**config.mk**
```make
export PLATFORM = sky130hd
export DESIGN_NAME = ccsw_ctrl
export DESIGN_NICKNAME = d
export VERILOG_FILES = /design/src/hw/ccsw_pkg.sv /design/src/hw/ccsw_ctrl.sv /design/src/hw/ccsw_delay_cnt.sv /design/src/hw/ccsw_tick_div.sv
export SDC_FILE = /design/constraint.sdc
export NUM_CORES = 1
export LEC_CHECK = 0
export BUFFER_PORTS_ARGS = -buffer_cell sky130_fd_sc_hd__clkbuf_2
export CAP_MARGIN = 15
export CORE_MARGIN = 2
export CORE_UTILIZATION = 45
export DETAILED_ROUTE_END_ITERATION = 6
export HOLD_SLACK_MARGIN = 0.02
export PLACE_DENSITY = 0.63
export SYNTH_ARGS = -nofsm -noshare
export SYNTH_HDL_FRONTEND = slang
export SYNTH_HIERARCHICAL = 1
export SYNTH_SLANG_ARGS = --single-unit
```
**constraint.sdc**
```tcl
create_clock -name mclk_in -period 38.3 [get_ports mclk_in]
set_input_delay 0 -clock mclk_in [delete_from_list [all_inputs] [get_ports mclk_in]]
set_output_delay 0 -clock mclk_in [all_outputs]
set_load 0.03 [all_outputs]
```
**src/hw/ccsw_pkg.sv**
```systemverilog
// Operation
// - Div change allowed with sub-to-main move
// - Delay counted in pre-switch CPU clocks
// - Main-to-sub delay is twice ratio rounded up
// - Main select bit0: internal or external
// - Old clock runs until delay elapses
// - Main status bit1 shows active source
// - Main switch takes one plus twice ratio
// - Main delay in old clocks, truncated
// - External enable changes once per reset
// - Peripherals get only permitted clock sources
// - Div bits 0-2, source select bit 4
// - CPU status bit5 shows main or sub
package ccsw_pkg;

	localparam logic [3:0] ADR_PROC_CLK   = 4'h0;
	localparam logic [3:0] ADR_MAIN_MODE  = 4'h4;
	localparam logic [3:0] ADR_OSC_CTRL   = 4'h8;
	localparam logic [3:0] ADR_PERIPH_SRC = 4'hc;

	localparam int BIT_DIV_MSB   = 2;
	localparam int BIT_CSS       = 4;
	localparam int BIT_CPU_STAT  = 5;
	localparam int BIT_MAIN_SEL  = 0;
	localparam int BIT_MAIN_STAT = 1;
	localparam int BIT_EXT_EN    = 2;
	localparam int BIT_INT_STOP  = 0;
	localparam int BIT_EXT_STOP  = 1;
	localparam int BIT_SUB_SEL   = 2;
	localparam int BIT_TMR_PIN   = 0;

	localparam logic [2:0] RST_DIV      = 3'h0;
	localparam logic       RST_INT_STOP = 1'b0;
	localparam logic       RST_EXT_STOP = 1'b1;
	localparam logic       RST_SUB_SEL  = 1'b0;
	localparam logic [2:0] DIV_MAX      = 3'h4;

	localparam int SUB_TO_MAIN_CLKS = 2;
	localparam int DIV_SWITCH_BASE  = 16;
	localparam int F_INT_HS_DEF     = 8000000;
	localparam int F_EXT_HS_DEF     = 10000000;
	localparam int F_SUB_DEF        = 32768;
	localparam int CNT_W_DEF        = 16;

	// CPU source or divider switch, in pre-switch CPU clocks
	function automatic int cpu_switch_clks(input logic old_css,
		input logic [2:0] old_div, input logic new_css,
		input int f_main, input int f_sub);
		int den;
		den = f_sub << old_div;
		if (old_css)
			return SUB_TO_MAIN_CLKS;
		else if (new_css)
			return (2 * f_main + den - 1) / den;
		else
			return DIV_SWITCH_BASE >> old_div;
	endfunction

	// Main source switch, in old main clocks, fraction dropped
	function automatic int main_switch_clks(input int f_old,
		input int f_new);
		return 1 + (2 * f_old) / f_new;
	endfunction

endpackage

```
**src/hw/ccsw_ctrl.sv**
```systemverilog
module ccsw_ctrl
	import ccsw_pkg::*;
#(
	parameter int F_INT_HS_HZ = F_INT_HS_DEF,
	parameter int F_EXT_HS_HZ = F_EXT_HS_DEF,
	parameter int F_SUB_HZ    = F_SUB_DEF,
	parameter int CNT_W       = CNT_W_DEF
)(
	input  wire logic        mclk_in,
	input  wire logic        srst_in,
	input  wire logic        wb_cyc_in,
	input  wire logic        wb_stb_in,
	input  wire logic        wb_we_in,
	input  wire logic [3:0]  wb_adr_in,
	input  wire logic [3:0]  wb_sel_in,
	input  wire logic [31:0] wb_dat_in,
	output logic [31:0]      wb_dat_out,
	output logic             wb_ack_out,
	input  wire logic        int_hs_tick_in,
	input  wire logic        ext_hs_tick_in,
	input  wire logic        sub_tick_in,
	input  wire logic        int_ls_tick_in,
	input  wire logic        periph_pin_tick_in,
	output logic             cpu_tick_out,
	output logic             periph_tick_out,
	output logic             wdt_tick_out,
	output logic             rtc_tick_out,
	output logic             adc_tick_out,
	output logic             timer_tick_out,
	output logic             cpu_source_status_out,
	output logic             main_source_status_out,
	output logic             int_hs_osc_stop_out,
	output logic             ext_main_osc_stop_out,
	output logic             sub_osc_select_out,
	output logic             ext_hs_clock_enable_out
);
	logic [2:0]       div_tgt;
	logic [2:0]       div_eff;
	logic [2:0]       pend_div;
	logic             css_tgt;
	logic             pend_css;
	logic             cpu_source_status;
	logic             main_source_sel;
	logic             main_source_status;
	logic             pend_main;
	logic             ext_hs_clock_enable;
	logic             ext_en_locked;
	logic             int_hs_osc_stop;
	logic             ext_main_osc_stop;
	logic             sub_osc_select;
	logic             timer_pin_sel;
	logic [CNT_W-1:0] pend_clks;
	logic [CNT_W-1:0] ticks_seen;
	logic             main_cpu_tick;
	logic             cpu_busy;
	logic             cpu_done;
	logic             main_busy;
	logic             main_done;

	// Bus slave: ack one cycle after the request, writes land on ack
	wire req    = wb_cyc_in & wb_stb_in;
	wire wr_en  = req & wb_ack_out & wb_we_in & wb_sel_in[0];
	wire wr_pro = wr_en & (wb_adr_in == ADR_PROC_CLK);
	wire wr_mm  = wr_en & (wb_adr_in == ADR_MAIN_MODE);
	wire wr_osc = wr_en & (wb_adr_in == ADR_OSC_CTRL);
	wire wr_per = wr_en & (wb_adr_in == ADR_PERIPH_SRC);
	wire [2:0] wr_div = (wb_dat_in[BIT_DIV_MSB:0] > DIV_MAX) ?
		DIV_MAX : wb_dat_in[BIT_DIV_MSB:0];

	wire [7:0] rd_pro = {2'h0, cpu_source_status, css_tgt, 1'b0,
		div_tgt};
	wire [7:0] rd_mm  = {5'h0, ext_hs_clock_enable, main_source_status,
		main_source_sel};
	wire [7:0] rd_osc = {5'h0, sub_osc_select, ext_main_osc_stop,
		int_hs_osc_stop};
	wire [7:0] rd_per = {7'h0, timer_pin_sel};
	wire [7:0] rd_val =
		(wb_adr_in == ADR_PROC_CLK)   ? rd_pro :
		(wb_adr_in == ADR_MAIN_MODE)  ? rd_mm  :
		(wb_adr_in == ADR_OSC_CTRL)   ? rd_osc :
		(wb_adr_in == ADR_PERIPH_SRC) ? rd_per : 8'h00;

	always_ff @(posedge mclk_in)
	begin
		if (srst_in)
		begin
			wb_ack_out <= 1'b0;
			wb_dat_out <= 32'h0000_0000;
		end
		else
		begin
			wb_ack_out <= req & ~wb_ack_out;
			if (req & ~wb_ack_out)
				wb_dat_out <= {24'h00_0000, rd_val};
		end
	end

	always_ff @(posedge mclk_in)
	begin
		if (srst_in)
		begin
			div_tgt <= RST_DIV;
			css_tgt <= 1'b0;
		end
		else if (wr_pro)
		begin
			div_tgt <= wr_div;
			css_tgt <= wb_dat_in[BIT_CSS];
		end
	end

	// enable accepts its first change only
	wire ext_en_change = wr_mm & ~ext_en_locked &
		(wb_dat_in[BIT_EXT_EN] != ext_hs_clock_enable);

	always_ff @(posedge mclk_in)
	begin
		if (srst_in)
		begin
			main_source_sel     <= 1'b0;
			ext_hs_clock_enable <= 1'b0;
			ext_en_locked       <= 1'b0;
		end
		else
		begin
			if (wr_mm)
				main_source_sel <= wb_dat_in[BIT_MAIN_SEL];
			if (ext_en_change)
			begin
				ext_hs_clock_enable <= wb_dat_in[BIT_EXT_EN];
				ext_en_locked       <= 1'b1;
			end
		end
	end

	// Stop requests are passed on as written; software owns the checks
	always_ff @(posedge mclk_in)
	begin
		if (srst_in)
		begin
			int_hs_osc_stop   <= RST_INT_STOP;
			ext_main_osc_stop <= RST_EXT_STOP;
			sub_osc_select    <= RST_SUB_SEL;
			timer_pin_sel     <= 1'b0;
		end
		else
		begin
			if (wr_osc)
			begin
				int_hs_osc_stop   <= wb_dat_in[BIT_INT_STOP];
				ext_main_osc_stop <= wb_dat_in[BIT_EXT_STOP];
				sub_osc_select    <= wb_dat_in[BIT_SUB_SEL];
			end
			if (wr_per)
				timer_pin_sel <= wb_dat_in[BIT_TMR_PIN];
		end
	end

	// Clock trees, modelled as one-cycle ticks of each source
	wire main_tick = main_source_status ? ext_hs_tick_in : int_hs_tick_in;

	ccsw_tick_div u_div (
		.mclk_in  (mclk_in),
		.srst_in  (srst_in),
		.tick_in  (main_tick),
		.div_in   (div_eff),
		.tick_out (main_cpu_tick)
	);

	// status and mux share one select, so they move together
	wire cpu_tick = cpu_source_status ? sub_tick_in : main_cpu_tick;

	// CPU source and divider switchover
	wire cpu_start = ~cpu_busy & ((div_tgt != div_eff) |
		(css_tgt != cpu_source_status));
	wire [CNT_W-1:0] cpu_clks = CNT_W'(cpu_switch_clks(cpu_source_status,
		div_eff, css_tgt, main_source_status ? F_EXT_HS_HZ : F_INT_HS_HZ,
		F_SUB_HZ));

	// count old CPU clocks before moving
	ccsw_delay_cnt #(.CNT_W(CNT_W)) u_cpu_dly (
		.mclk_in  (mclk_in),
		.srst_in  (srst_in),
		.load_in  (cpu_start),
		.count_in (cpu_clks),
		.tick_in  (cpu_tick),
		.busy_out (cpu_busy),
		.done_out (cpu_done)
	);

	// Switch lands on an old-clock tick, so no runt cycle reaches the CPU
	always_ff @(posedge mclk_in)
	begin
		if (srst_in)
		begin
			div_eff           <= RST_DIV;
			cpu_source_status <= 1'b0;
			pend_div          <= RST_DIV;
			pend_css          <= 1'b0;
			pend_clks         <= '0;
		end
		else if (cpu_start)
		begin
			pend_div  <= div_tgt;
			pend_css  <= css_tgt;
			pend_clks <= cpu_clks;
		end
		// status updated as new clock takes over
		else if (cpu_done)
		begin
			div_eff           <= pend_div;
			cpu_source_status <= pend_css;
		end
	end

	// Main source switchover; a move to external is held back until the external clock is on
	wire main_allowed = ~main_source_sel |
		(ext_hs_clock_enable & ~ext_main_osc_stop);
	wire main_start = ~main_busy & main_allowed &
		(main_source_sel != main_source_status);
	// truncated bound in old main clocks
	wire [CNT_W-1:0] main_clks = main_source_status ?
		CNT_W'(main_switch_clks(F_EXT_HS_HZ, F_INT_HS_HZ)) :
		CNT_W'(main_switch_clks(F_INT_HS_HZ, F_EXT_HS_HZ));

	ccsw_delay_cnt #(.CNT_W(CNT_W)) u_main_dly (
		.mclk_in  (mclk_in),
		.srst_in  (srst_in),
		.load_in  (main_start),
		.count_in (main_clks),
		.tick_in  (main_tick),
		.busy_out (main_busy),
		.done_out (main_done)
	);

	always_ff @(posedge mclk_in)
	begin
		if (srst_in)
		begin
			main_source_status <= 1'b0;
			pend_main          <= 1'b0;
		end
		else if (main_start)
			pend_main <= main_source_sel;
		else if (main_done)
			main_source_status <= pend_main;
	end

	// each consumer sees only its permitted source
	always_ff @(posedge mclk_in)
	begin
		if (srst_in)
		begin
			cpu_tick_out    <= 1'b0;
			periph_tick_out <= 1'b0;
			wdt_tick_out    <= 1'b0;
			rtc_tick_out    <= 1'b0;
			adc_tick_out    <= 1'b0;
			timer_tick_out  <= 1'b0;
		end
		else
		begin
			cpu_tick_out    <= cpu_tick;
			periph_tick_out <= main_tick;
			wdt_tick_out    <= int_ls_tick_in;
			rtc_tick_out    <= sub_tick_in;
			adc_tick_out    <= cpu_tick;
			timer_tick_out  <= timer_pin_sel ? periph_pin_tick_in :
				main_tick;
		end
	end

	assign cpu_source_status_out   = cpu_source_status;
	assign main_source_status_out  = main_source_status;
	assign int_hs_osc_stop_out     = int_hs_osc_stop;
	assign ext_main_osc_stop_out   = ext_main_osc_stop;
	assign sub_osc_select_out      = sub_osc_select;
	assign ext_hs_clock_enable_out = ext_hs_clock_enable;

	// Helper: old-clock ticks seen during a CPU switch
	always_ff @(posedge mclk_in)
	begin
		if (srst_in | cpu_start)
			ticks_seen <= '0;
		else if (cpu_busy & cpu_tick)
			ticks_seen <= ticks_seen + CNT_W'(1);
	end

	AST_CPU_DELAY_COUNT: assert property (@(posedge mclk_in)
		disable iff (srst_in)
		cpu_done |-> ticks_seen + CNT_W'(1) == pend_clks)
		else $error("CPU switch ended after wrong tick count");

	AST_MAIN_TO_SUB_RATIO: assert property (@(posedge mclk_in)
		disable iff (srst_in)
		cpu_start && !cpu_source_status && css_tgt |=>
		pend_clks == CNT_W'((2 * (main_source_status ? F_EXT_HS_HZ :
		F_INT_HS_HZ) + (F_SUB_HZ << div_eff) - 1) /
		(F_SUB_HZ << div_eff)))
		else $error("Main to sub delay not rounded up ratio");

	AST_OLD_CLOCK_HOLDS: assert property (@(posedge mclk_in)
		disable iff (srst_in)
		cpu_busy && !cpu_done |=> $stable(cpu_source_status) &&
		$stable(div_eff))
		else $error("CPU clock moved before delay elapsed");

	AST_STATUS_WITH_CLOCK: assert property (@(posedge mclk_in)
		disable iff (srst_in)
		$changed(cpu_source_status) |-> $past(cpu_done) && $past(cpu_tick))
		else $error("CPU status moved off an old clock edge");

	AST_SUB_TO_MAIN_DIV: assert property (@(posedge mclk_in)
		disable iff (srst_in)
		cpu_done && cpu_source_status && !pend_css |=>
		!cpu_source_status && div_eff == $past(pend_div))
		else $error("Divider lost on return to main clock");

	AST_MAIN_SWITCH_BOUND: assert property (@(posedge mclk_in)
		disable iff (srst_in)
		main_start && !main_source_status |->
		main_clks == CNT_W'(1 + (2 * F_INT_HS_HZ) / F_EXT_HS_HZ))
		else $error("Main switch bound miscounted");

	AST_MAIN_STATUS_CAUSE: assert property (@(posedge mclk_in)
		disable iff (srst_in)
		$changed(main_source_status) |-> $past(main_done) &&
		main_source_status == $past(pend_main))
		else $error("Main status changed without a switch");

	AST_EXT_NEEDS_ENABLE: assert property (@(posedge mclk_in)
		disable iff (srst_in)
		main_source_status |-> ext_hs_clock_enable)
		else $error("External main clock active while disabled");

	AST_ENABLE_ONCE: assert property (@(posedge mclk_in)
		disable iff (srst_in)
		$past(ext_en_locked) |-> $stable(ext_hs_clock_enable))
		else $error("External enable changed twice");

	AST_CPU_STATUS_READ: assert property (@(posedge mclk_in)
		disable iff (srst_in)
		req && !wb_ack_out && !wb_we_in && wb_adr_in == ADR_PROC_CLK |=>
		wb_dat_out[BIT_CPU_STAT] == $past(cpu_source_status))
		else $error("CPU status bit misread");

	AST_WDT_SOURCE: assert property (@(posedge mclk_in)
		disable iff (srst_in)
		!$past(srst_in) |-> wdt_tick_out == $past(int_ls_tick_in) &&
		rtc_tick_out == $past(sub_tick_in))
		else $error("Peripheral fed from a forbidden source");

	COV_MAIN_TO_SUB: cover property (@(posedge mclk_in)
		disable iff (srst_in) $rose(cpu_source_status));
	COV_SUB_TO_MAIN: cover property (@(posedge mclk_in)
		disable iff (srst_in) $fell(cpu_source_status));
	COV_MAIN_TO_EXT: cover property (@(posedge mclk_in)
		disable iff (srst_in) $rose(main_source_status));
	COV_DIV_CHANGE: cover property (@(posedge mclk_in)
		disable iff (srst_in) $changed(div_eff) && !cpu_source_status);
endmodule

```
**src/hw/ccsw_delay_cnt.sv**
```systemverilog
module ccsw_delay_cnt
	import ccsw_pkg::*;
#(
	parameter int CNT_W = CNT_W_DEF
)(
	input  wire logic             mclk_in,
	input  wire logic             srst_in,
	input  wire logic             load_in,
	input  wire logic [CNT_W-1:0] count_in,
	input  wire logic             tick_in,
	output logic                  busy_out,
	output logic                  done_out
);
	logic [CNT_W-1:0] remain;
	// A zero count would wrap and last 2^CNT_W ticks, so it runs as one
	wire  [CNT_W-1:0] next_remain =
		(count_in == '0) ? CNT_W'(1) : count_in;

	assign done_out = busy_out & tick_in & (remain == CNT_W'(1));

	always_ff @(posedge mclk_in)
	begin
		if (srst_in)
		begin
			busy_out <= 1'b0;
			remain   <= '0;
		end
		else if (load_in)
		begin
			busy_out <= 1'b1;
			remain   <= next_remain;
		end
		else if (done_out)
			busy_out <= 1'b0;
		else if (busy_out & tick_in)
			remain <= remain - CNT_W'(1);
	end
endmodule

```
**src/hw/ccsw_tick_div.sv**
```systemverilog
module ccsw_tick_div
	import ccsw_pkg::*;
(
	input  wire logic       mclk_in,
	input  wire logic       srst_in,
	input  wire logic       tick_in,
	input  wire logic [2:0] div_in,
	output logic            tick_out
);
	logic [3:0] cnt;
	wire  [3:0] limit = 4'((5'h1 << div_in) - 5'h1);

	assign tick_out = tick_in & (cnt >= limit);

	always_ff @(posedge mclk_in)
	begin
		if (srst_in)
			cnt <= 4'h0;
		else if (tick_in)
			cnt <= (cnt >= limit) ? 4'h0 : cnt + 4'h1;
	end
endmodule

```
==> results of run 1 <==
==> placed cells by master (no fill, tap or decap), types with 24 or more instances in the layout <==
cell type / n
a21o_1: 26
mux2_2: 30
conb_1: 65
xor2_1: 26
a21oi_1: 103
nand2_1: 111
clkbuf_2: 36
inv_1: 38
or3_1: 25
ha_1: 123
o21a_1: 47
nor2_1: 157
mux2i_1: 24
xnor2_1: 30
nand3_1: 40
dfxtp_1: 68
o21ai_0: 52
nor3_1: 89
==> stage by stage <==
step	setup slack, ns	hold slack [ns]	util
after global routing	0.0807	0.0316	0.495
after CTS	1.86	0.0204	0.494
after floorplan	7.61	0.0646	-
after global placement	2.40	0.209	0.477
after detailed placement	1.95	0.233	0.477
final	2.71	0.0224	0.495
==> timing repair <==
item	4_1_cts	5_1_grt
endpoints found under the hold margin	10	0
endpoints found under the setup margin	0	8
hold buffers	9	0
resized for setup	0	8
==> final timing paths <==
check / start / to / slack (ns) / cells after the start
min: wb_dat_in[2] / sub_osc_select_out$_SDFFE_PP0P_ / 0.02 / 3
min reg2reg: wb_dat_out[4]$_SDFFE_PP0P_ / wb_dat_out[4]$_SDFFE_PP0P_ / 0.46 / 2
max: div_eff[2]$_SDFFE_PP0P_ / u_cpu_dly/remain[13]$_SDFFE_PP0P_ / 2.71 / 142
max reg2reg: div_eff[2]$_SDFFE_PP0P_ / u_cpu_dly/remain[13]$_SDFFE_PP0P_ / 2.71 / 142
==> worst max-delay path, delay by kind of cell, from the launching register on <==
family,cells,cell delay [ns]
and+or+nand+nor,44,10.18
DFF,1,0.30
muxes,7,2.87
AOI/OAI and AO/OA,70,16.06
adders and majority gates,16,4.98
buffers and inverters,5,0.97
==> cell families after synthesis <==
kind of cell	after synthesis	share of synthesized area
mux	58	0.0596
other cells	2	0.000703
flops	70	0.131
buf+inv	123	0.0560
simple gates	583	0.279
fa+ha+maj	124	0.145
compound gates	422	0.283
xor+xnor	56	0.0459
==> per-layer routing <==
layer / vias up / GRT usage / part of all wire / wire length, um
met1: 4924 / 0.298 / 0.48 / 13400
li1: 5445 / - / - / -
met2: 158 / 0.373 / 0.47 / 13100
met4: 0 / 0.0360 / 0.013 / 358
met3: 25 / 0.0255 / 0.031 / 861
met5: - / 0 / 0 / 0
==> area by class of cell <==
cell class	instances	area, um2	area share
multi-input combinational	1308	8950	0.773
inverter	41	156	0.0135
timing repair buffer	57	360	0.0311
clock buffer	13	260	0.0225
clock inverter	3	42.5	0.00368
tap	319	399	0.0345
sequential	70	1400	0.121
==> sequential cells by signal, summed over array words and instances, names as in the netlist, 3 cells and up <==
signal	cells
pend_div	3
u_main_dly/remain	16
u_div/cnt	4
wb_dat_out	5
div_tgt	3
div_eff	3
u_cpu_dly/remain	16
==> flow_summary.yaml, run 1 <==
clocking:
  clock_latency_ns: 0.33
  clock-root-buffer: "clkbuf_16"
  clk_path_buf_depth: 2
  h-tree-depth: 3
  clk_pin_slew_worst_paths_ns: 0.06
  cts_buffers: 9
  cts_tree: "built"
  post_cts_buffers: 0
  cts_sinks: 70
die:
  core.rowCount: 56
  fp.dieW_um: 158
  dieArea_mm2: 0.0250
  die_h_um: 158
  core_area_mm2: 0.0234
  start_util: 0.457
  io_pins: 95
place:
  port_buffers: 36
  placed_cell_area_mm2: 0.0112
  gp_congestion: 0.845
  placed_cells: 1786
  dp_hpwl_um: 21300
cells_and_area:
  stdcell_count: 1811
  finalInstanceArea_mm2: 0.0116
  syn_to_final_growth_pct: 8.30
  drive_gt1_frac: 0.113
  nets: 1660
  diodes: 0
  fillCellCount: 2358
sta:
  maxSlewHeadroom: 0.324
  finalClockSkew_ns: 0.00619
  slew_viol_final: 0
  fin_crit_sh: 0.929
  setup_viol: 0
  tightest_slew_ns: 1.01
  rsz0062_at_grt: "no"
  clock.fmax_mhz: 28.1
  min_period_ns: 35.59
  fin_setup_tns_ns: 0
  finalHoldViolations: 0
route:
  firstDrtPassIters: 5
  routed_wl_um: 27700
  vias: 10552
  antenna_left: 0
  wl_per_cell_um: 15.3
  drtIter0Drc: 528
  drcViolationCount: 0
  via_per_inst: 5.83
setup_path:
  endpoint_kind: "register"
  arrival_ns: 35.78
  slowest_delay_ns: 0.58
  cp_max_fo: 18
  startpoint_type: "register"
  cpMaxStageDelayCell: "mux2i_1"
  crit_top_cell: "o21a_1"
  critical_path_required_ns: 38.49
  path_class: "reg -> reg"
logic_synthesis:
  synth_top_area_frac: 0.144
  mappedNetlistArea_mm2: 0.0107
  ys_ff_latch: 70
  synth_edf_count: 0
  synth_area_leader_cell: "ha_1"
  syn_inst: 1438
  ys_top_cells_by_count: "nor2_1, ha_1, nand2_1, a21oi_1, nor3_1"
  yosysSeqAreaShare: 0.131
  synth.most_common_cell: "nor2_1"
  synth_ff_type: "dfxtp_1"
  synth_cell_types: 96
  syn_area_per_cell_um2: 7.43
  yosys-top-cells-area: "ha_1, dfxtp_1, nor2_1"
  synth-async-reset-ratio: 0
  yosysWarnings: 6
global_routing:
  grt_pass1_vias: 9430
  grt.overflow.total: 0
  grt_pass1_wl_um: 45300
  antenna_found_initial: 0
  grt_start_max_net_pins: 71
  grt_usage: 0.218
hold_path:
  min_path_type: "in -> reg"
status:
  outcome: "complete, no violations"
job:
  drv_cap: 0
Power of run 1 is not shown: default switching activity piles up to over one toggle a cycle in this logic, so the estimate is an artifact.
==> inputs of run 2 (changes only) <==
CELL_PAD_IN_SITES_DETAIL_PLACEMENT = 0   (was default)
CELL_PAD_IN_SITES_GLOBAL_PLACEMENT = 1   (was default)
CTS_CLUSTER_SIZE = 30   (was default)
PLACE_DENSITY = 0.82   (was 0.63)
==> run 2 against run 1 <==
Compared with the run above: core utilization fell by 0.17 points; cell area fell by 0.35%; wire length rose by 0.67%; register-to-register slack improved by 0.24 ns; non-clock buffer count fell by 1; largest cell class unchanged; clock-buffer cell count rose by 2; critical path type unchanged; cell count barely moved; sequential share of layout area rose by 0.053 points; global-route usage rose by 0.32 points; flip-flop and latch count did not move.
==> flow_summary.yaml, run 2 (synthesis gave the netlist of run 1 again) <==
route:
  firstDrtPassIters: 5
  via_per_inst: 5.77
  vias: 10442
  drcViolationCount: 0
  wl_per_cell_um: 15.4
  antenna_left: 0
  drtIter0Drc: 522
  routed_wl_um: 27800
sta:
  clock.fmax_mhz: 28.3
  layout_setup_ws_ns: 2.95
  setup_viol: 0
  maxSlewHeadroom: 0.378
  hold_slack_ns: 0.0567
  finalHoldViolations: 0
  fin_setup_tns_ns: 0
  rsz0062_at_grt: "no"
  slew_viol_final: 0
  min_period_ns: 35.35
  tightest_slew_ns: 0.930
  finalClockSkew_ns: 0.00630
  fin_crit_sh: 0.923
global_routing:
  grt.overflow.total: 0
  grt_start_max_net_pins: 71
  antenna_found_initial: 0
  grt_pass1_vias: 9531
  grt_pass1_wl_um: 45800
  grt_usage: 0.221
place:
  dp_hpwl_um: 21600
  post-place-ws_ns: 1.66
  port_buffers: 36
  placed_cell_area_mm2: 0.0111
  gp_congestion: 0.865
cells_and_area:
  nets: 1659
  diodes: 0
  top_regs: "u_cpu_dly/remain (16), u_main_dly/remain (16), wb_dat_out (5)"
  drive_gt1_frac: 0.111
  final_common_cell: "nor2_1"
  finalInstanceArea_mm2: 0.0115
  syn_to_final_growth_pct: 7.93
  mostFrequentLayoutCells: "nor2_1, ha_1, nand2_1"
  fillCellCount: 2370
setup_path:
  cpMaxStageDelayCell: "or4_1"
  critical_path_required_ns: 38.49
  slowest_delay_ns: 0.65
  cp_max_fo: 18
  path_class: "reg -> reg"
  crit_top_cell: "o21a_1"
  startpoint_type: "register"
  arrival_ns: 35.54
  endpoint_kind: "register"
clocking:
  cts_sinks: 70
  clock-root-buffer: "clkbuf_16"
  cts_tree: "built"
  cts_buffers: 9
  clock_latency_ns: 0.34
  clk_pin_slew_worst_paths_ns: 0.05
  clk_path_buf_depth: 2
  h-tree-depth: 3
hold_path:
  min_path_type: "in -> reg"
die:
  core_area_mm2: 0.0234
  die_h_um: 158
  start_util: 0.457
  io_pins: 95
  fp.dieW_um: 158
  core.rowCount: 56
  dieArea_mm2: 0.0250
job:
  drv_cap: 0
status:
  outcome: "complete, no violations"
[run 2: cell count changes in the layout (fill, tap and decap cells not counted)]
cell,delta
buf_4,-2
mux2i_2,+1
mux2i_1,-1
bufinv_16,-1
dfxtp_2,+1
dlygate4sd3_1,+1
clkbuf_8,-1
clkbuf_1,+3
clkinvlp_4,-1
dfxtp_1,-1
[run 2: final timing paths]
check                        startpoint                               end  slack [ns]  cells after the start
max reg2reg     div_eff[2]$_SDFFE_PP0P_  u_cpu_dly/remain[5]$_SDFFE_PP0P_        2.95                    138
min                      int_hs_tick_in        periph_tick_out$_SDFF_PP0_        0.06                      3
max             div_eff[2]$_SDFFE_PP0P_  u_cpu_dly/remain[5]$_SDFFE_PP0P_        2.95                    138
min reg2reg  wb_dat_out[2]$_SDFFE_PP0P_        wb_dat_out[2]$_SDFFE_PP0P_        0.46                      2
[run 2: repair_timing]
item                       CTS  global route
hold buffers                10             0
setup buffers                0             0
hold endpoints to repair    12             0
resized for setup            0            10
setup endpoints to repair    0             8
[run 2: routing by layer]
layer | GRT usage | routed length, um | part of all wire
met1 | 0.298 | 13600 | 0.49
met5 | 0 | 0 | 0
met2 | 0.382 | 13200 | 0.47
met4 | 0.0339 | 256 | 0.0092
met3 | 0.0315 | 814 | 0.029
[run 2: layout make-up]
class / instances / area [um2] / area share
tap: 319 / 399 / 0.0346
sequential: 70 / 1410 / 0.122
multi-input combinational: 1308 / 8950 / 0.776
clock buffer: 15 / 258 / 0.0223
clock inverter: 1 / 5.00 / 0.000434
inverter: 41 / 156 / 0.0136
timing repair buffer: 56 / 355 / 0.0308
[run 2: critical path: cells and delay by family (launching register included)]
| family | cells | cell delay [ns] |
|---|---|---|
| AOI/OAI and AO/OA | 68 | 15.66 |
| adders and majority gates | 16 | 4.92 |
| buffers and inverters | 4 | 0.74 |
| DFF | 1 | 0.60 |
| muxes | 7 | 2.65 |
| and+or+nand+nor | 43 | 10.59 |
[run 2: metrics by stage]
step,util,cells
after global placement,0.476,1784
after CTS,0.492,1810
after floorplan,-,1501
after global routing,0.493,1810
after detailed placement,0.476,1784
final,0.493,1810
Power of run 2 is left out for the same reason.
